File: config.mk
export PLATFORM = sky130hd
export DESIGN_NAME = adc_output_fifo
export DESIGN_NICKNAME = d
export VERILOG_FILES = /design/src/common/adc_fifo_pkg.sv /design/src/core/adc_output_fifo.sv /design/src/core/skid_buffer.sv
export SDC_FILE = /design/constraint.sdc
export NUM_CORES = 1
export LEC_CHECK = 0
export BUFFER_PORTS_ARGS = -buffer_cell sky130_fd_sc_hd__buf_4
export CAP_MARGIN = 20
export CORE_MARGIN = 1
export CORE_UTILIZATION = 45
export CTS_BUF_LIST = sky130_fd_sc_hd__clkbuf_8
export DETAILED_ROUTE_END_ITERATION = 12
export PLACE_DENSITY_LB_ADDON = 0.12
export SLEW_MARGIN = 5
export SYNTH_ARGS = -nofsm -noshare
export SYNTH_HDL_FRONTEND = slang
export SYNTH_SLANG_ARGS = --single-unit
File: constraint.sdc
create_clock -name clk_sys -period 22.1 [get_ports clk_sys]
set_input_delay 1.105 -clock clk_sys [delete_from_list [all_inputs] [get_ports clk_sys]]
set_output_delay 1.105 -clock clk_sys [all_outputs]
set_load 0.01 [all_outputs]
File: src/common/adc_fifo_pkg.sv
// constants and carrier types for the converter output fifo block
package adc_fifo_pkg;
	localparam int data_w = 18;
	localparam int depth_w = 3;
	localparam int max_words = 14;
	localparam int ptr_w = 4;
	localparam logic [9:0] period_off_clks = 10'h020;
	localparam logic [9:0] period_unit_clks = 10'h040;
	localparam logic [9:0] period_skip_clks = 10'h200;
	localparam logic [6:0] settle_clks = 7'h2E;
	localparam logic [9:0] sample_spacing = 10'h020;
	localparam logic [ptr_w-1:0] ptr_zero = 4'h0;

	typedef enum logic [1:0]
	{
		st_down = 2'b00,
		st_settle = 2'b01,
		st_run = 2'b11,
		st_hung = 2'b10
	} mode_e;

	typedef struct packed
	{
		logic [data_w-1:0] word;
	} sample_s;

	typedef struct packed
	{
		logic read_n;
		logic select_n;
	} host_strobe_s;
endpackage

File: src/core/adc_output_fifo.sv
// output fifo, ready pacing and power-down sequencing of the converter
module adc_output_fifo
(
	input wire logic clk_sys, // converter clock
	input wire logic rst, // async reset, active high
	input wire logic reset_n, // device reset pin
	input wire logic power_down_n, // power-down pin, low stops when power_down_driven is high
	input wire logic power_down_driven, // pin actually driven
	input wire logic [2:0] fifo_depth_select, // depth select pins
	input wire adc_fifo_pkg::host_strobe_s strobe, // read and select
	input wire adc_fifo_pkg::sample_s conv_data, // filter output
	output logic sample_ready_n, // ready pulse, high pulse
	output adc_fifo_pkg::sample_s dout, // parallel output word
	output logic dout_oe, // data pins driven
	output logic reference_on // reference and analog enabled
);
	// ----------------------------------------
	// state
	// ----------------------------------------
	typedef struct packed
	{
		adc_fifo_pkg::mode_e mode;
		logic [6:0] settle;
		logic [9:0] tick;
		logic [9:0] period;
		logic [1:0][adc_fifo_pkg::max_words-1:0][adc_fifo_pkg::data_w-1:0] mem;
		logic [adc_fifo_pkg::ptr_w-1:0] fill;
		logic [adc_fifo_pkg::ptr_w-1:0] rd_ptr;
		logic full;
		logic bank;
		logic read_seen;
		logic need_rd;
		logic rd_prev;
		logic ready_n;
		logic [adc_fifo_pkg::data_w-1:0] dout;
		logic oe;
		logic ref_on;
	} core_s;

	core_s state;
	core_s next_state;

	logic pd_active;
	logic [3:0] level;
	logic [9:0] level_period;
	logic rd_fall;
	logic skid_in_valid;
	logic skid_in_ready;
	logic skid_out_valid;
	logic skid_take;
	adc_fifo_pkg::sample_s skid_out;
	logic [9:0] spacing;

	assign pd_active = power_down_driven && !power_down_n;
	assign level = {fifo_depth_select, 1'b0};
	assign level_period = (fifo_depth_select == 3'h0) ? adc_fifo_pkg::period_off_clks
		: 10'(adc_fifo_pkg::period_unit_clks * fifo_depth_select);
	assign rd_fall = state.rd_prev && !strobe.read_n && !strobe.select_n;
	assign spacing = state.tick % adc_fifo_pkg::sample_spacing;
	assign skid_in_valid = (state.mode == adc_fifo_pkg::st_run) && spacing == 10'h000;
	assign skid_take = skid_out_valid && !state.full && state.mode == adc_fifo_pkg::st_run;

	// ----------------------------------------
	// input buffer
	// ----------------------------------------
	skid_buffer u_skid
	(
		.clk_sys(clk_sys),
		.rst(rst),
		.flush(state.mode != adc_fifo_pkg::st_run),
		.in_data(conv_data),
		.in_valid(skid_in_valid),
		.in_ready(skid_in_ready),
		.out_data(skid_out),
		.out_valid(skid_out_valid),
		.out_ready(skid_take)
	);

	// ----------------------------------------
	// next state
	// ----------------------------------------
	always_comb
	begin
		next_state = state;
		next_state.rd_prev = strobe.read_n;
		next_state.ready_n = 1'b0;
		case (state.mode)
			adc_fifo_pkg::st_down:
			begin
				next_state.ref_on = 1'b0;
				next_state.oe = 1'b0;
				if (!pd_active && reset_n && !strobe.read_n)
				begin
					next_state.mode = adc_fifo_pkg::st_settle;
					next_state.settle = 7'h00;
					next_state.ref_on = 1'b1;
				end
			end
			adc_fifo_pkg::st_settle:
			begin
				next_state.settle = state.settle + 7'h01;
				if (state.settle == adc_fifo_pkg::settle_clks - 7'h01)
				begin
					next_state.mode = adc_fifo_pkg::st_run;
					next_state.tick = 10'h000;
					next_state.fill = adc_fifo_pkg::ptr_zero;
					next_state.period = level_period;
				end
			end
			adc_fifo_pkg::st_run:
			begin
				next_state.tick = state.tick + 10'h001;
				if (skid_take)
				begin
					next_state.mem[state.bank][state.fill] = skid_out.word;
					next_state.fill = state.fill + 4'h1;
				end
				if (skid_take && (state.fill + 4'h1 >= level || level == 4'h0))
				begin
					next_state.full = 1'b1;
				end
				if (state.tick + 10'h001 >= state.period)
				begin
					next_state.tick = 10'h000;
					next_state.ready_n = state.full || level == 4'h0;
					next_state.rd_ptr = adc_fifo_pkg::ptr_zero;
					next_state.read_seen = 1'b0;
					next_state.period = level_period;
					if (state.full)
					begin
						next_state.full = 1'b0;
						next_state.fill = adc_fifo_pkg::ptr_zero;
						// fill the other bank while the host reads this one
						next_state.bank = ~state.bank;
						if (!state.read_seen && level != 4'h0)
						begin
							next_state.period = adc_fifo_pkg::period_skip_clks;
						end
					end
				end
				if (rd_fall)
				begin
					next_state.dout = state.mem[~state.bank][state.rd_ptr];
					next_state.oe = 1'b1;
					next_state.rd_ptr = state.rd_ptr + 4'h1;
					next_state.read_seen = 1'b1;
					if (level != 4'h0 && state.rd_ptr >= level)
					begin
						next_state.mode = adc_fifo_pkg::st_hung;
					end
				end
				if (strobe.read_n)
				begin
					next_state.oe = 1'b0;
				end
				if (state.read_seen)
				begin
					next_state.period = level_period;
				end
			end
			adc_fifo_pkg::st_hung:
			begin
				next_state.oe = 1'b0;
			end
			default:
			begin
				next_state.mode = adc_fifo_pkg::st_down;
			end
		endcase
		if (pd_active || !reset_n)
		begin
			next_state.mode = adc_fifo_pkg::st_down;
			next_state.ready_n = 1'b0;
			next_state.oe = 1'b0;
			next_state.full = 1'b0;
			next_state.fill = adc_fifo_pkg::ptr_zero;
			next_state.read_seen = 1'b0;
			next_state.ref_on = !pd_active;
		end
	end

	always_ff @(posedge clk_sys or posedge rst)
	begin
		if (rst)
		begin
			state <= '0;
		end
		else
		begin
			state <= next_state;
		end
	end

	assign sample_ready_n = state.ready_n;
	assign dout = state.dout;
	assign dout_oe = state.oe;
	assign reference_on = state.ref_on;

	// ----------------------------------------
	// checks
	// ----------------------------------------
	AST_PD_QUIET: assert property (@(posedge clk_sys) disable iff (rst)
		pd_active |=> !sample_ready_n && !reference_on && !dout_oe)
		else $error("activity while powered down");
	AST_SETTLE_LEN: assert property (@(posedge clk_sys) disable iff (rst)
		$rose(state.mode == adc_fifo_pkg::st_run) |-> $past(state.settle) == adc_fifo_pkg::settle_clks - 7'h01)
		else $error("settling length wrong");
	AST_NO_READY_SETTLE: assert property (@(posedge clk_sys) disable iff (rst)
		state.mode != adc_fifo_pkg::st_run |=> !sample_ready_n)
		else $error("ready outside run");
	AST_READ_DRIVE: assert property (@(posedge clk_sys) disable iff (rst)
		rd_fall && state.mode == adc_fifo_pkg::st_run && reset_n && !pd_active |=> dout_oe)
		else $error("read did not drive data");
	AST_UNDRIVEN_PD: assert property (@(posedge clk_sys) disable iff (rst)
		!power_down_driven && !power_down_n && reset_n && state.mode != adc_fifo_pkg::st_down
		|=> state.mode != adc_fifo_pkg::st_down)
		else $error("floating pin powered down");
	AST_PERIOD_BOUND: assert property (@(posedge clk_sys) disable iff (rst)
		state.mode == adc_fifo_pkg::st_run |-> state.period <= adc_fifo_pkg::period_skip_clks)
		else $error("period out of range");
	AST_READY_ONE: assert property (@(posedge clk_sys) disable iff (rst)
		sample_ready_n |=> !sample_ready_n)
		else $error("ready pulse too long");
	AST_DEPTH_NOW: assert property (@(posedge clk_sys) disable iff (rst)
		state.mode == adc_fifo_pkg::st_run && state.read_seen && reset_n && !pd_active
		&& state.tick + 10'h001 < state.period |=> state.period == $past(level_period))
		else $error("depth change not applied");
endmodule

File: src/core/skid_buffer.sv
// two-entry buffer with valid and ready on both sides
module skid_buffer
(
	input wire logic clk_sys, // system clock
	input wire logic rst, // async reset, active high
	input wire logic flush, // drop held words
	input wire adc_fifo_pkg::sample_s in_data, // word from converter
	input wire logic in_valid, // word offered
	output logic in_ready, // space available
	output adc_fifo_pkg::sample_s out_data, // oldest word
	output logic out_valid, // word held
	input wire logic out_ready // drain accepts
);
	typedef struct packed
	{
		adc_fifo_pkg::sample_s [1:0] mem;
		logic [1:0] count;
	} skid_s;

	skid_s state;
	skid_s next_state;

	always_comb
	begin
		next_state = state;
		if (flush)
		begin
			next_state.count = 2'h0;
		end
		else
		begin
			if (out_ready && state.count != 2'h0)
			begin
				next_state.mem[0] = state.mem[1];
				next_state.count = state.count - 2'h1;
			end
			if (in_valid && state.count != 2'h2)
			begin
				next_state.mem[next_state.count[0]] = in_data;
				next_state.count = next_state.count + 2'h1;
			end
		end
	end

	always_ff @(posedge clk_sys or posedge rst)
	begin
		if (rst)
		begin
			state <= '0;
		end
		else
		begin
			state <= next_state;
		end
	end

	assign in_ready = (state.count != 2'h2);
	assign out_valid = (state.count != 2'h0);
	assign out_data = state.mem[0];
endmodule

# After elaboration in Yosys (flattened, before gate mapping)
# Index checks and enable logic that the tools add are counted.
# W data, S select, Z words.
classes:
  n_addsub: 6
  magnitude_cmp: 11
  eq_ne: 14
  mux: 52
  n_bitwise: 2
  n_reduce_logical: 54
op_table:
  columns: ["cell", "count"]
  rows:
  - ["$mux W252", 3]
  - ["$bwmux W504", 1]
  - ["$demux W252 S1", 1]
  - ["$mux W20", 5]
  - ["$bmux W18 S4", 1]
  - ["$demux W18 S4", 1]
  - ["$mux W18", 3]
  - ["$pmux W20 S2", 1]
  - ["$mux W19", 2]
  - ["$bwmux W36", 1]
  - ["$mux W10", 3]
  - ["$mux W4", 5]
  - ["$demux W18 S1", 1]
  - ["$mux W9", 2]
  - ["$reduce_and A2 Y1", 9]
  - ["$logic_and A1 B1 Y1", 16]
  - ["$mux W2", 7]
  - ["$pmux W7 S2", 1]
  - ["$reduce_bool A2 Y1", 6]
  - ["$mux W11", 1]
  - ["$add A10 B1 Y10 const B", 1]
  - ["$ge A10 B10 Y1", 1]
  - ["$logic_not A10 Y1", 1]
  - ["$lt A4 B5 Y1 const B", 2]
  - ["32 further kinds", 64]
word_totals:
  reg_bits: 604
  in_bits: 28
  output_inout_bits: 21
  word_cells: 184

# Depth between registers and ports, before layout
# Gate-level depths: netlist (run 1).
logic_depth:
  word_depth: 13
  depth_mapped: 11
  ltp_nobuf: 11

# Modules after synthesis
# A second synthesis (run 1) with hierarchy kept.
unflattened:
  cells_unflattened: 2012
  area_unflattened_um2: 28807.6
modules_own_cells:
  columns: ["mod", "n_inst", "cells_per_inst", "area_each_um2", "seq_area_each_um2"]
  rows:
  - ["adc_output_fifo", 1, 1869, 26948.3, 14038.5]
  - ["skid_buffer", 1, 143, 1859.3, 950.9]

# Worst setup path before layout (run 1)
# Ideal clock, no wire load.
synth_timing:
  path_kind: "reg-to-reg"
  startpoint: "reg state[548] in the netlist's numbering"
  endpoint: "reg state[543] in the netlist's numbering"
  setup_ns: 0.125
  t_arrival_ns: 2.804
  required_time_ns: 21.975
  slack_ns: 19.171
  stages_incl_launch_ff: 11
  path_buffers: 0
  synth_period_minus_slack_ns: 2.929
  path_cell_list: "dfrtp_1 > ha_1 > nand3_1 > or2_2 > nor2_1 > xor2_1 > ha_1 > o21ai_0 > o221ai_1 > o31ai_2 > mux2_2"
synth_via:
  elab_chain_cells: 4
synth_lines:
  columns: ["element", "line_no", "rtl"]
  rows:
  - ["start: declaration", "adc_output_fifo.sv:40", "core_s state;"]
  - ["start signal: assignment", "adc_output_fifo.sv:190", "state <= next_state;"]
  - ["$add A10 B1 Y10", "adc_output_fifo.sv:122", "if (state.tick + 10'h001 >= state.period)"]
  - ["$ge A10 B10 Y1", "adc_output_fifo.sv:122", null]
  - ["$ne A3 B2 Y1 (no line)", null, null]
  - ["$reduce_and A3 Y1 (no line)", null, null]
# No other way between the ends.
# A chain may end at the register's enable or synchronous reset.

# Worst setup path in the final report (run 1)
layout_timing:
  startpoint: "reg state[24] in the netlist's numbering"
  endpoint: "reg state, in the netlist dout[8]"
layout_via:
  elab_chain_cells: 4
layout_lines:
  columns: ["element", "line_no", "rtl"]
  rows:
  - ["$mux W252 (implied by the code) (2 in a row)", "adc_output_fifo.sv:143", "next_state.dout = state.mem[~state.bank][state.rd_ptr];"]
  - ["$bmux W18 S4", "adc_output_fifo.sv:143", null]
  - ["$mux W18 (implied by the code)", "adc_output_fifo.sv:143", null]
# No other way between the ends. The select of a mux whose other input is x is not followed.

==> results_tabular.tex, run 1 <==
\begin{tabular}{lr}
\hline
Metric & Value \\
\hline
\multicolumn{2}{l}{\textbf{Clocking}} \\
\quad TritonCTS clock tree & built \\
\quad Worst-case clock buffer depth & 3 \\
\quad Clock H-tree levels & 3 \\
\quad Clock Pin Slew Worst Setup and Hold Paths & 60 ps \\
\quad Clock Sink Count & 599 \\
\quad Clock latency of the later-clocked register in the worst-skew pair & 680 ps \\
\quad Postcts setup bufs & 0 \\
\quad Hold-fix buffer count after cts & 0 \\
\quad Post-cts gate resize count & 0 \\
\quad Number of buffers added by the clock tree synthesis step & 101 \\
\quad Library cell used as clock root buffer & clkbuf\_8 \\
\multicolumn{2}{l}{\textbf{Logic synthesis}} \\
\quad Dominant cell by count in the synthesized netlist & dfrtp\_1 \\
\quad Post-synth net total & 2093 \\
\quad Number of distinct library cell variants in the gate-level netlist after synthesis & 56 \\
\quad Register bit count reported by yosys & 599 \\
\quad Post-synthesis cell type with the largest combined area & dfrtp\_1 \\
\quad Post-synthesis average cell area & 13.6 µm² \\
\quad Yosys warnings & 0 \\
\quad Count of flip-flops with a built-in enable after synthesis & 0 \\
\quad Cell area after synthesis & 27800 µm² \\
\quad Mapped Cells & 2043 \\
\quad Most frequently used flop master after synthesis & dfrtp\_1 \\
\quad Biggest area contributors in the synthesized netlist & dfrtp\_1 54\%, mux2\_2 21\%, mux2i\_1 5.3\%, mux4\_2 4.4\%, clkbuf\_1 1.2\% \\
\quad Seq/Total Area, Yosys & 54.0\% \\
\quad Synth top cells by count & 599 x dfrtp\_1, 523 x mux2\_2, 146 x mux2i\_1 \\
\quad Share of flip-flops with an asynchronous set or reset after synthesis & 100\% \\
\quad Synth top area share & 54.0\% \\
\multicolumn{2}{l}{\textbf{Min path}} \\
\quad Cell depth of the worst min-delay path & 2 \\
\quad Class of the tightest hold or removal check & flop to flop \\
\multicolumn{2}{l}{\textbf{Routing}} \\
\quad DRC & 0 \\
\quad Vias per std cell & 5.73 \\
\quad Total via count after detailed routing & 16.7k \\
\quad Per-cell routed wire length & 23.1 µm \\
\quad Total iterations of the first detailed-routing run & 5 \\
\quad Count of nets left with antenna violations after detail routing & 0 \\
\quad Total wirelength of the detailed-routed design & 67.3 mm \\
\quad Number of violations reported at the end of detailed-routing iteration 0 & 931 \\
\multicolumn{2}{l}{\textbf{Worst setup path}} \\
\quad Crit path kind & flop to flop \\
\quad Capturing element type of the critical path & flop \\
\quad Kind of launch point of the worst setup path & flop \\
\quad R2R cell count & 6 \\
\quad Maximum fanout count along the critical path & 115 \\
\quad Required time of the critical path & 22610 ps \\
\quad Data arrival time at the worst-slack endpoint & 4600 ps \\
\multicolumn{2}{l}{\textbf{Floorplan}} \\
\quad Die width & 250 µm \\
\quad Area of the core & 60700 µm² \\
\quad Die boundary height & 250 µm \\
\quad Starting density of the core & 45.7\% \\
\quad Number of ports placed on the die boundary & 49 \\
\quad Area of the die & 62700 µm² \\
\quad Rows & 90 \\
\multicolumn{2}{l}{\textbf{Layout}} \\
\quad Synthesis-to-finish area growth & 10.7\% \\
\quad Layout cells sized above 1 & 40.1\% \\
\quad Number of standard cells in the layout, taps in and fillers out & 2909 \\
\quad Nets & 2103 \\
\multicolumn{2}{l}{\textbf{Pwr}} \\
\quad Total leakage power & 14.3 nW \\
\quad Peak VDD IR & 0.0000438 V \\
\quad Power density relative to cell area & 70.9 nW/µm² \\
\quad Final Power & 2.18 mW \\
\multicolumn{2}{l}{\textbf{Global route}} \\
\quad Final global-route overflow total & 0 \\
\quad Initial antenna violation count & 2 \\
\quad First-pass GRT wire length & 107 mm \\
\quad Vias in the first global route & 17.7k \\
\quad Total routing usage reported by global routing & 22.1\% \\
\quad Pin count of the biggest net entering global routing & 155 \\
\multicolumn{2}{l}{\textbf{Place}} \\
\quad Weighted congestion reported at the end of routability-driven placement & 0.801 \\
\quad Number of buffer cells added on primary ports & 48 \\
\quad Count of placed standard cells including taps & 2729 \\
\quad HPWL after detailed placement & 42.1 mm \\
\multicolumn{2}{l}{\textbf{STA}} \\
\quad Final critical-path share of the clock period & 18.5\% \\
\quad Hold violation total from the final report & 0 \\
\quad Max transition margin & 27.5\% \\
\quad Worst hold slack & 485 ps \\
\quad Count of pins over their slew limit & 0 \\
\quad Clock Skews & 25.4 ps \\
\quad Setup repair after global routing missed its margin & no \\
\quad Post-layout minimum cycle time & 4090 ps \\
\quad Transition at the pin with the smallest max-transition slack & 1090 ps \\
\quad Setup TNS & 0 ps \\
\quad Final-report setup violation count & 0 \\
\quad Max Clk Rate & 0.245 GHz \\
\multicolumn{2}{l}{\textbf{Flow run}} \\
\quad Max-cap viol count & 0 \\
\multicolumn{2}{l}{\textbf{Status}} \\
\quad Result of the run & complete, no violations \\
\hline
\end{tabular}
[critical path, cell delays in order (launching register included)]
cell and delay, ps:
dfrtp_4 950, buf_12 620, buf_4 940, mux2i_1 280
a21oi_1 90, a311oi_1 670, a211oi_1 100
[report_power, final]
part | switching (mW) | internal [mW]
Clock | 0.445 | 0.556
Sequential | 0.0242 | 1.10
Combinational | 0.0364 | 0.0146
Total | 0.506 | 1.67
[sequential cells by signal (all words and copies together), names as in the netlist]
name / cells
sample_ready_n: 1
reference_on: 1
dout_oe: 1
u_skid.out_data: 18
dout: 18
u_skid.state: 20
state: 540
[area by class of cell]
class	count	area (µm²)
Fill cell	5274	30000
Sequential cell	599	15000
Multi-Input combinational cell	1245	11800
Clock buffer	133	1830
Tap cell	782	978
Timing Repair Buffer	86	801
Clock inverter	43	229
Inverter	20	82.6
Antenna cell	1	2.50
[final timing paths]
| kind | startpoint | endpoint | slack, ps |
|---|---|---|---|
| max | state[24] | dout[8] | 18010 |
| min | state[546] | state[546] | 490 |
| max reg2reg | state[24] | dout[8] | 18010 |
| min reg2reg | state[546] | state[546] | 490 |
| max in group asynchronous | rst | u_skid.out_data[3] | 19070 |
| min in group asynchronous | rst | state[245] | 580 |
[cell families after synthesis]
kind of cell | share of synthesized area [%]
AOI/OAI and AO/OA | 5.25
and+or+nand+nor | 4.89
xor gates and xnor gates | 0.532
muxes | 30.9
DFF | 54.0
adders and majority gates | 0.991
buffers and inverters | 3.46
[layer usage]
metal,track usage (%),up-vias,share of wire [%]
li1,-,7419,-
met1,32.1,8831,48
met2,34.3,317,46
met3,3.28,97,3.9
met4,6.47,0,1.9
met5,0,-,0
[layout by cell type, fill, tap and decap left out, types with 19 or more instances in the layout]
cell type / instances
mux2_2: 523
o21ai_0: 52
o221ai_1: 19
nand2_1: 84
ha_1: 22
or3_1: 21
clkbuf_8: 133
inv_1: 50
nor2_1: 46
buf_4: 75
a21oi_1: 63
nor2b_1: 25
o22ai_1: 19
dfrtp_1: 597
mux4_2: 54
mux2i_1: 146
[metrics by stage]
| stage | instance area [µm²] | setup slack (ps) | util [%] |
|---|---|---|---|
| after floorplan | 27800 | 4230 | - |
| after global placement | 28500 | 18100 | 46.9 |
| after detailed placement | 28600 | 18000 | 47.2 |
| after CTS | 30700 | 18010 | 50.6 |
| after global routing | 30700 | 17750 | 50.7 |
| final | 30700 | 18010 | 50.7 |
(Power assumes the default switching activity.)
==> run 2: changes to the inputs <==
clock period = 3.41 ns   (was 22.1 ns; I/O delays follow)
==> run 2 against run 1 <==
Effect of this change: final cell count up 2.3%; global-route usage about the same; first-iteration DRC count up 5.8%; setup slack worse by 18000 ps; sequential share of layout area down 0.95 points; sequential power rose to 6.5 times the previous value; count of clock-buffer cells in the layout up 7; clock skew up 8.5 ps; hold slack worse by 360 ps; maximum frequency up 31%; die area unchanged; total power rose to 6.6 times the previous value; critical path type unchanged; largest cell class unchanged.
==> results_tabular.tex, run 2 (synthesis gave the netlist of run 1 again) <==
\begin{tabular}{lr}
\hline
Metric & Value \\
\hline
\multicolumn{2}{l}{\textbf{STA}} \\
\quad Worst hold slack & 123 ps (-362 ps) \\
\quad Final critical-path share of the clock period & 91.7\% (+73 points) \\
\quad Clock Skews & 33.9 ps (+8.48 ps) \\
\quad Transition at the pin with the smallest max-transition slack & 1070 ps (-11.4 ps) \\
\quad Final-report setup violation count & 0 (unchanged) \\
\quad Post-layout minimum cycle time & 3130 ps (-961 ps) \\
\quad Post-route setup slack & 283 ps (-17730 ps) \\
\quad Setup repair after global routing missed its margin & no \\
\quad Hold violation total from the final report & 0 (unchanged) \\
\quad Max transition margin & 28.4\% (+0.93 points) \\
\quad Count of pins over their slew limit & 0 (unchanged) \\
\quad Max Clk Rate & 0.320 GHz (+31\%) \\
\multicolumn{2}{l}{\textbf{Pwr}} \\
\quad Switching share of total power & 22.9\% (-0.26 points) \\
\quad Switching power & 3.32 mW (+560\%) \\
\quad Clock network fraction of total power & 46.9\% (+1.0 points) \\
\quad Power density relative to cell area & 461 nW/µm² (+550\%) \\
\quad Portion of total power attributed to sequential cells & 50.6\% (-1.2 points) \\
\quad Peak VDD IR & 0.000327 V (+650\%) \\
\quad Cell internal pwr & 11.1 mW (+570\%) \\
\quad Final Power & 14.5 mW (+560\%) \\
\quad Comb pwr share & 2.5\% (+0.2 points) \\
\quad Total leakage power & 14.6 nW (+2.0\%) \\
\multicolumn{2}{l}{\textbf{Routing}} \\
\quad Total via count after detailed routing & 16.8k (+0.64\%) \\
\quad Number of violations reported at the end of detailed-routing iteration 0 & 985 (+5.8\%) \\
\quad Total wirelength of the detailed-routed design & 66.6 mm (-1.0\%) \\
\quad Per-cell routed wire length & 22.4 µm (-3.3\%) \\
\quad DRC & 0 (unchanged) \\
\quad Count of nets left with antenna violations after detail routing & 0 (unchanged) \\
\quad Vias per std cell & 5.63 (-1.7\%) \\
\quad Total iterations of the first detailed-routing run & 5 (unchanged) \\
\multicolumn{2}{l}{\textbf{Global route}} \\
\quad Pin count of the biggest net entering global routing & 94 (-39\%) \\
\quad Total routing usage reported by global routing & 22.1\% (+0.032 points) \\
\quad Final global-route overflow total & 0 (unchanged) \\
\quad Initial antenna violation count & 1 (-1) \\
\quad GRT Max-Usage Layer & met2 \\
\quad First-pass GRT wire length & 107 mm (about the same) \\
\quad GR Util met1 & 30.2\% (-1.9 points) \\
\quad Global routing usage on met2 & 36.1\% (+1.8 points) \\
\quad Global-route track usage on met3 & 3.56\% (+0.28 points) \\
\quad Vias in the first global route & 18.1k (+2.4\%) \\
\multicolumn{2}{l}{\textbf{Floorplan}} \\
\quad Area of the die & 62700 µm² (unchanged) \\
\quad Die boundary height & 250 µm (unchanged) \\
\quad Die width & 250 µm (unchanged) \\
\quad Area of the core & 60700 µm² (unchanged) \\
\quad Number of ports placed on the die boundary & 49 (unchanged) \\
\quad Starting density of the core & 45.7\% (unchanged) \\
\quad Rows & 90 (unchanged) \\
\multicolumn{2}{l}{\textbf{Layout}} \\
\quad Highest-count cells in the layout ignoring fill and taps & 597 x dfrtp\_1, 523 x mux2\_2, 146 x mux2i\_1 \\
\quad Largest register FFs & 540 (unchanged) \\
\quad Nets & 2165 (+2.9\%) \\
\quad Largest registers & state (540), u\_skid.state (20) \\
\quad Fillers & 5213 (-1.2\%) \\
\quad Register bank with the most flops & state \\
\quad Layout cells sized above 1 & 40.9\% (+0.76 points) \\
\quad Area taken by multi-input logic gates & 11800 µm² (about the same) \\
\quad Most common library cell in the layout ignoring fill and taps & dfrtp\_1 \\
\quad Synthesis-to-finish area growth & 12.9\% \\
\quad Storage element area & 15000 µm² (unchanged) \\
\multicolumn{2}{l}{\textbf{Place}} \\
\quad Number of buffer cells added on primary ports & 48 (unchanged) \\
\quad Post-placement setup slack & 132 ps (-17870 ps) \\
\quad Weighted congestion reported at the end of routability-driven placement & 0.776 (-3.1\%) \\
\quad HPWL after detailed placement & 41.8 mm (-0.78\%) \\
\multicolumn{2}{l}{\textbf{Worst setup path}} \\
\quad Required time of the critical path & 4030 ps (-18580 ps) \\
\quad Worst stage delay on the critical path & 420 ps (-530 ps) \\
\quad Maximum fanout count along the critical path & 9 (-92\%) \\
\quad Crit-path cells & ha\_1 > nand3\_1 > or2\_2 > nor2\_1 > xor2\_1 > ha\_1 > o21ai\_0 > o221ai\_2 > and2\_1 > a221o\_1 > a21oi\_1 \\
\quad Most Frequent Cell on Critical Path & ha\_1 \\
\quad Capturing element type of the critical path & flop \\
\quad Worst reg2reg setup slack & 280 ps (-17730 ps) \\
\quad Kind of launch point of the worst setup path & flop \\
\quad Crit-path slowest cell & dfrtp\_1 \\
\quad Data arrival time at the worst-slack endpoint & 3750 ps (-850 ps) \\
\quad Crit path kind & flop to flop \\
\multicolumn{2}{l}{\textbf{Status}} \\
\quad Result of the run & complete, no violations \\
\multicolumn{2}{l}{\textbf{Clocking}} \\
\quad Clock Sink Count & 599 (unchanged) \\
\quad Clock Pin Slew Worst Setup and Hold Paths & 60 ps (about the same) \\
\quad Clock H-tree levels & 3 (unchanged) \\
\quad Number of buffers added by the clock tree synthesis step & 103 (+2.0\%) \\
\quad Clock latency of the later-clocked register in the worst-skew pair & 710 ps (+30 ps) \\
\quad Postcts setup bufs & 0 (unchanged) \\
\quad TritonCTS clock tree & built \\
\quad Worst-case clock buffer depth & 3 (unchanged) \\
\quad Library cell used as clock root buffer & clkbuf\_8 \\
\multicolumn{2}{l}{\textbf{Min path}} \\
\quad Class of the tightest hold or removal check & input port to async pin \\
\multicolumn{2}{l}{\textbf{Flow run}} \\
\quad Max-cap viol count & 0 (unchanged) \\
\hline
\end{tabular}
==> run 2: changes by cell type in the layout (fill, tap and decap cells not counted), moves of 3 or more <==
cell	before	now
buf_12	2	8
buf_8	4	0
buf_16	5	0
dlygate4sd3_1	0	29
buf_4	75	109
clkbuf_8	133	140
clkinvlp_4	1	4
inv_1	50	46
==> run 2: final timing paths <==
path / start / endpoint / depth (start not counted)
max: state[548] / state[31] / 11
min: rst / state[460] / 3
max reg2reg: state[548] / state[31] / 11
min reg2reg: state[340] / state[340] / 1
max in group asynchronous: rst / state[354] / 5
min in group clk_sys: power_down_n / state[566] / 4
==> run 2: cell type report <==
class / instances / area share, %
Clock buffer: 140 / 6.15
Antenna cell: 1 / 0.00798
Clock inverter: 44 / 0.870
Inverter: 20 / 0.251
Sequential cell: 599 / 47.8
Tap cell: 782 / 3.12
Multi-Input combinational cell: 1245 / 37.7
Timing Repair Buffer: 146 / 4.05
==> run 2: critical path, delay by kind of cell (launching register included) <==
kind | cells | cell delay [ps]
AOI/OAI and AO/OA | 4 | 950
and+or+nand+nor | 4 | 930
adders and majority gates | 2 | 510
DFF | 1 | 420
xor gates and xnor gates | 1 | 230
==> run 2: repair_timing <==
item,in CTS,in global routing
endpoints found under the setup margin,0,20
hold endpoints to repair,95,0
gates resized for setup,0,1
hold buffers,29,0
==> run 2: power by group through the flow <==
stage,Clock (mW),Combinational (mW),Sequential [mW]
after floorplan,0,0.289,7.32
after global placement,0,0.339,7.43
after detailed placement,0,0.352,7.44
after CTS,6.99,0.378,7.31
after global routing,7.32,0.418,7.33
final,6.78,0.365,7.31
==> run 2: routing by layer <==
layer	routed length, µm	share of wire, %	vias to the layer above
li1	-	-	7555
met1	30500	46	8824
met2	32200	48	308
met3	2670	4.0	84
met4	1210	1.8	0
met5	0	0	-
==> run 2: stage by stage <==
stage / instance area [µm²] / util (%) / TNS, ps / instances
6_report: 31400 / 51.7 / 0 / 2977
5_1_grt: 31400 / 51.7 / 0 / 2977
4_1_cts: 31300 / 51.6 / 0 / 2976
3_5_place_dp: 28900 / 47.5 / 0 / 2763
3_3_place_gp: 28900 / 47.5 / 0 / 2763
2_1_floorplan: 27800 / - / -2952910 / 2043
==> run 3: changes to the inputs <==
clock period = 3.8 ns   (was 3.41 ns; I/O delays follow)
==> run 3 against run 2 <==
Effect of this change: non-clock buffer count decreased by 20; register-to-register slack improved by 50 ps; combinational power decreased by 12%.
==> results_tabular.tex, run 3 (synthesis gave the netlist of run 1 again) <==
\begin{tabular}{lr}
\hline
Metric & Value \\
\hline
\multicolumn{2}{l}{\textbf{STA}} \\
\quad Final-report setup violation count & 0 (unchanged) \\
\quad Setup repair after global routing missed its margin & no \\
\quad Count of pins over their slew limit & 0 (unchanged) \\
\quad Post-layout minimum cycle time & 3470 ps (+340 ps) \\
\quad Max transition margin & 25.0\% (-3.4 points) \\
\quad Hold violation total from the final report & 0 (unchanged) \\
\quad Clock Skews & 26.3 ps (-7.61 ps) \\
\quad Max Clk Rate & 0.288 GHz (-9.8\%) \\
\quad Final critical-path share of the clock period & 91.2\% (-0.47 points) \\
\quad Transition at the pin with the smallest max-transition slack & 1120 ps (+48.0 ps) \\
\multicolumn{2}{l}{\textbf{Clocking}} \\
\quad Clock Pin Slew Worst Setup and Hold Paths & 60 ps (about the same) \\
\quad Clock H-tree levels & 3 (unchanged) \\
\quad Clock Sink Count & 599 (unchanged) \\
\quad Worst-case clock buffer depth & 3 (unchanged) \\
\quad Postcts setup bufs & 0 (unchanged) \\
\quad Number of buffers added by the clock tree synthesis step & 102 (-0.97\%) \\
\quad Library cell used as clock root buffer & clkbuf\_8 \\
\quad Clock latency of the later-clocked register in the worst-skew pair & 690 ps (-20 ps) \\
\quad TritonCTS clock tree & built \\
\multicolumn{2}{l}{\textbf{Layout}} \\
\quad Largest registers & state (540), u\_skid.state (20) \\
\quad Synthesis-to-finish area growth & 11.7\% \\
\quad Most common library cell in the layout ignoring fill and taps & dfrtp\_1 \\
\quad Largest register FFs & 540 (unchanged) \\
\quad Storage element area & 15000 µm² (unchanged) \\
\quad Area taken by multi-input logic gates & 11800 µm² (about the same) \\
\quad Highest-count cells in the layout ignoring fill and taps & 597 x dfrtp\_1, 523 x mux2\_2, 146 x mux2i\_1 \\
\quad Layout cells sized above 1 & 39.7\% (-1.2 points) \\
\quad Nets & 2144 (-0.97\%) \\
\quad Register bank with the most flops & state \\
\quad Final design instance area without fill & 31000 µm² (-1.1\%) \\
\quad Fillers & 5209 (-0.077\%) \\
\multicolumn{2}{l}{\textbf{Routing}} \\
\quad DRC & 0 (unchanged) \\
\quad Vias per std cell & 5.73 (+1.7\%) \\
\quad Total iterations of the first detailed-routing run & 4 (-1) \\
\quad Count of nets left with antenna violations after detail routing & 0 (unchanged) \\
\quad Total via count after detailed routing & 16.9k (+0.69\%) \\
\quad Number of violations reported at the end of detailed-routing iteration 0 & 828 (-16\%) \\
\quad Per-cell routed wire length & 22.7 µm (+1.2\%) \\
\quad Total wirelength of the detailed-routed design & 66.8 mm (+0.20\%) \\
\multicolumn{2}{l}{\textbf{Global route}} \\
\quad Initial antenna violation count & 0 (-1) \\
\quad Pin count of the biggest net entering global routing & 184 (+96\%) \\
\quad Vias in the first global route & 17.9k (-1.1\%) \\
\quad Final global-route overflow total & 0 (unchanged) \\
\quad First-pass GRT wire length & 106 mm (-0.43\%) \\
\quad Total routing usage reported by global routing & 22.0\% (-0.11 points) \\
\multicolumn{2}{l}{\textbf{Worst setup path}} \\
\quad Required time of the critical path & 4370 ps (+340 ps) \\
\quad Crit path kind & flop to flop \\
\quad Worst setup path startpoint & state[548] \\
\quad Data arrival time at the worst-slack endpoint & 4040 ps (+290 ps) \\
\quad Startpoint of the worst register-to-register path & state[548] \\
\quad R2R cell count & 10 (-1) \\
\quad Kind of launch point of the worst setup path & flop \\
\quad Worst reg2reg path endpoint & state[543] \\
\quad Capturing element type of the critical path & flop \\
\quad Maximum fanout count along the critical path & 9 (unchanged) \\
\quad Destination of the critical timing path & state[543] \\
\quad Worst reg2reg setup slack & 330 ps (+50 ps) \\
\multicolumn{2}{l}{\textbf{Floorplan}} \\
\quad Number of ports placed on the die boundary & 49 (unchanged) \\
\quad Area of the core & 60700 µm² (unchanged) \\
\quad Rows & 90 (unchanged) \\
\quad Die width & 250 µm (unchanged) \\
\quad Starting density of the core & 45.7\% (unchanged) \\
\quad Die boundary height & 250 µm (unchanged) \\
\quad Area of the die & 62700 µm² (unchanged) \\
\multicolumn{2}{l}{\textbf{Pwr}} \\
\quad Total leakage power & 14.4 nW (-1.1\%) \\
\quad Clock network fraction of total power & 45.2\% (-1.7 points) \\
\quad Portion of total power attributed to sequential cells & 52.3\% (+1.7 points) \\
\quad Power density relative to cell area & 405 nW/µm² (-12\%) \\
\quad Comb pwr share & 2.5\% (about the same) \\
\quad Peak VDD IR & 0.000251 V (-23\%) \\
\quad Final Power & 12.6 mW (-13\%) \\
\quad Switching share of total power & 23.2\% (+0.23 points) \\
\quad Cell internal pwr & 9.65 mW (-13\%) \\
\quad Switching power & 2.91 mW (-12\%) \\
\multicolumn{2}{l}{\textbf{Place}} \\
\quad Placed cell areas & 28700 µm² (-0.62\%) \\
\quad HPWL after detailed placement & 40.8 mm (-2.3\%) \\
\quad Number of buffer cells added on primary ports & 48 (unchanged) \\
\quad Weighted congestion reported at the end of routability-driven placement & 0.763 (-1.6\%) \\
\multicolumn{2}{l}{\textbf{Status}} \\
\quad Result of the run & complete, no violations \\
\multicolumn{2}{l}{\textbf{Min path}} \\
\quad Class of the tightest hold or removal check & input port to flop \\
\quad Startpoint of the most critical hold path & power\_down\_n \\
\multicolumn{2}{l}{\textbf{Flow run}} \\
\quad Max-cap viol count & 0 (unchanged) \\
\hline
\end{tabular}
-- run 3: cell types whose count changed in the layout (fill, tap and decap cells not counted), sizes merged --
| cell | change |
|---|---|
| inv | +7 |
| dlygate4sd3 | +1 |
| clkbuf | -13 |
| bufinv | -1 |
| clkinvlp | -1 |
| clkinv | -1 |
| buf | -21 |
-- run 3: worst max-delay path: stages, from the launching register on --
cell,delay [ps]
dfrtp_1,430
ha_1,230
nand3_1,140
or2_2,360
nor2_1,140
xor2_1,220
ha_1,280
o21ai_0,160
o221ai_1,400
o31ai_2,600
mux2_2,390
-- run 3: repair_timing --
action,CTS,global route
endpoints found under the hold margin,322,0
hold buffers,30,0
resized for setup,0,0
-- run 3: metrics by stage --
step | setup TNS (ps) | cells | util, % | hold slack (ps) | setup slack (ps)
finish | 0 | 2948 | 51.1 | 119 | 333
detailed placement | 0 | 2741 | 47.3 | 89.6 | 408
global placement | 0 | 2741 | 47.3 | 94.3 | 519
CTS | 0 | 2946 | 51.0 | 78.4 | 371
floorplan | -2730980 | 2043 | - | 221 | -4560
global route | 0 | 2947 | 51.1 | 170 | 44.5
-- run 3: how the worst min path moves through the flow --
| stage | cells after the start | slack, ps | end |
|---|---|---|---|
| 4_1_cts | 4 | 80 | state[566] |
| 2_1_floorplan | 0 | 220 | state[21] |
| 6_report | 4 | 120 | state[23] |
| 3_3_place_gp | 2 | 90 | state[209] |
| 5_1_grt | 2 | 170 | state[21] |
| 3_5_place_dp | 2 | 90 | state[209] |
-- run 3: final cells by class --
cell class	instances	share of cell area [%]
antenna	1	0.00807
clock buffer	127	5.64
clock inverter	48	0.827
inverter	20	0.254
multi-input combinational	1245	38.1
sequential	599	48.3
tap	782	3.15
timing repair buffer	126	3.64
-- run 3: power by group through the flow --
stage               registers (mW)  logic [mW]  clock network [mW]
finish                        6.56       0.320                5.67
global route                  6.57       0.367                6.17
CTS                           6.57       0.323                5.86
detailed placement            6.68       0.299                   0
global placement              6.67       0.291                   0
floorplan                     6.57       0.259                   0
-- run 3: metal layers --
layer | share of wire [%] | vias to the layer above | GRT usage (%) | routed length (µm)
met3 | 4.3 | 101 | 3.91 | 2850
met1 | 45 | 8944 | 30.0 | 30200
met4 | 1.8 | 0 | 6.50 | 1190
met2 | 49 | 322 | 35.9 | 32500
met5 | 0 | - | 0 | 0
li1 | - | 7519 | - | -
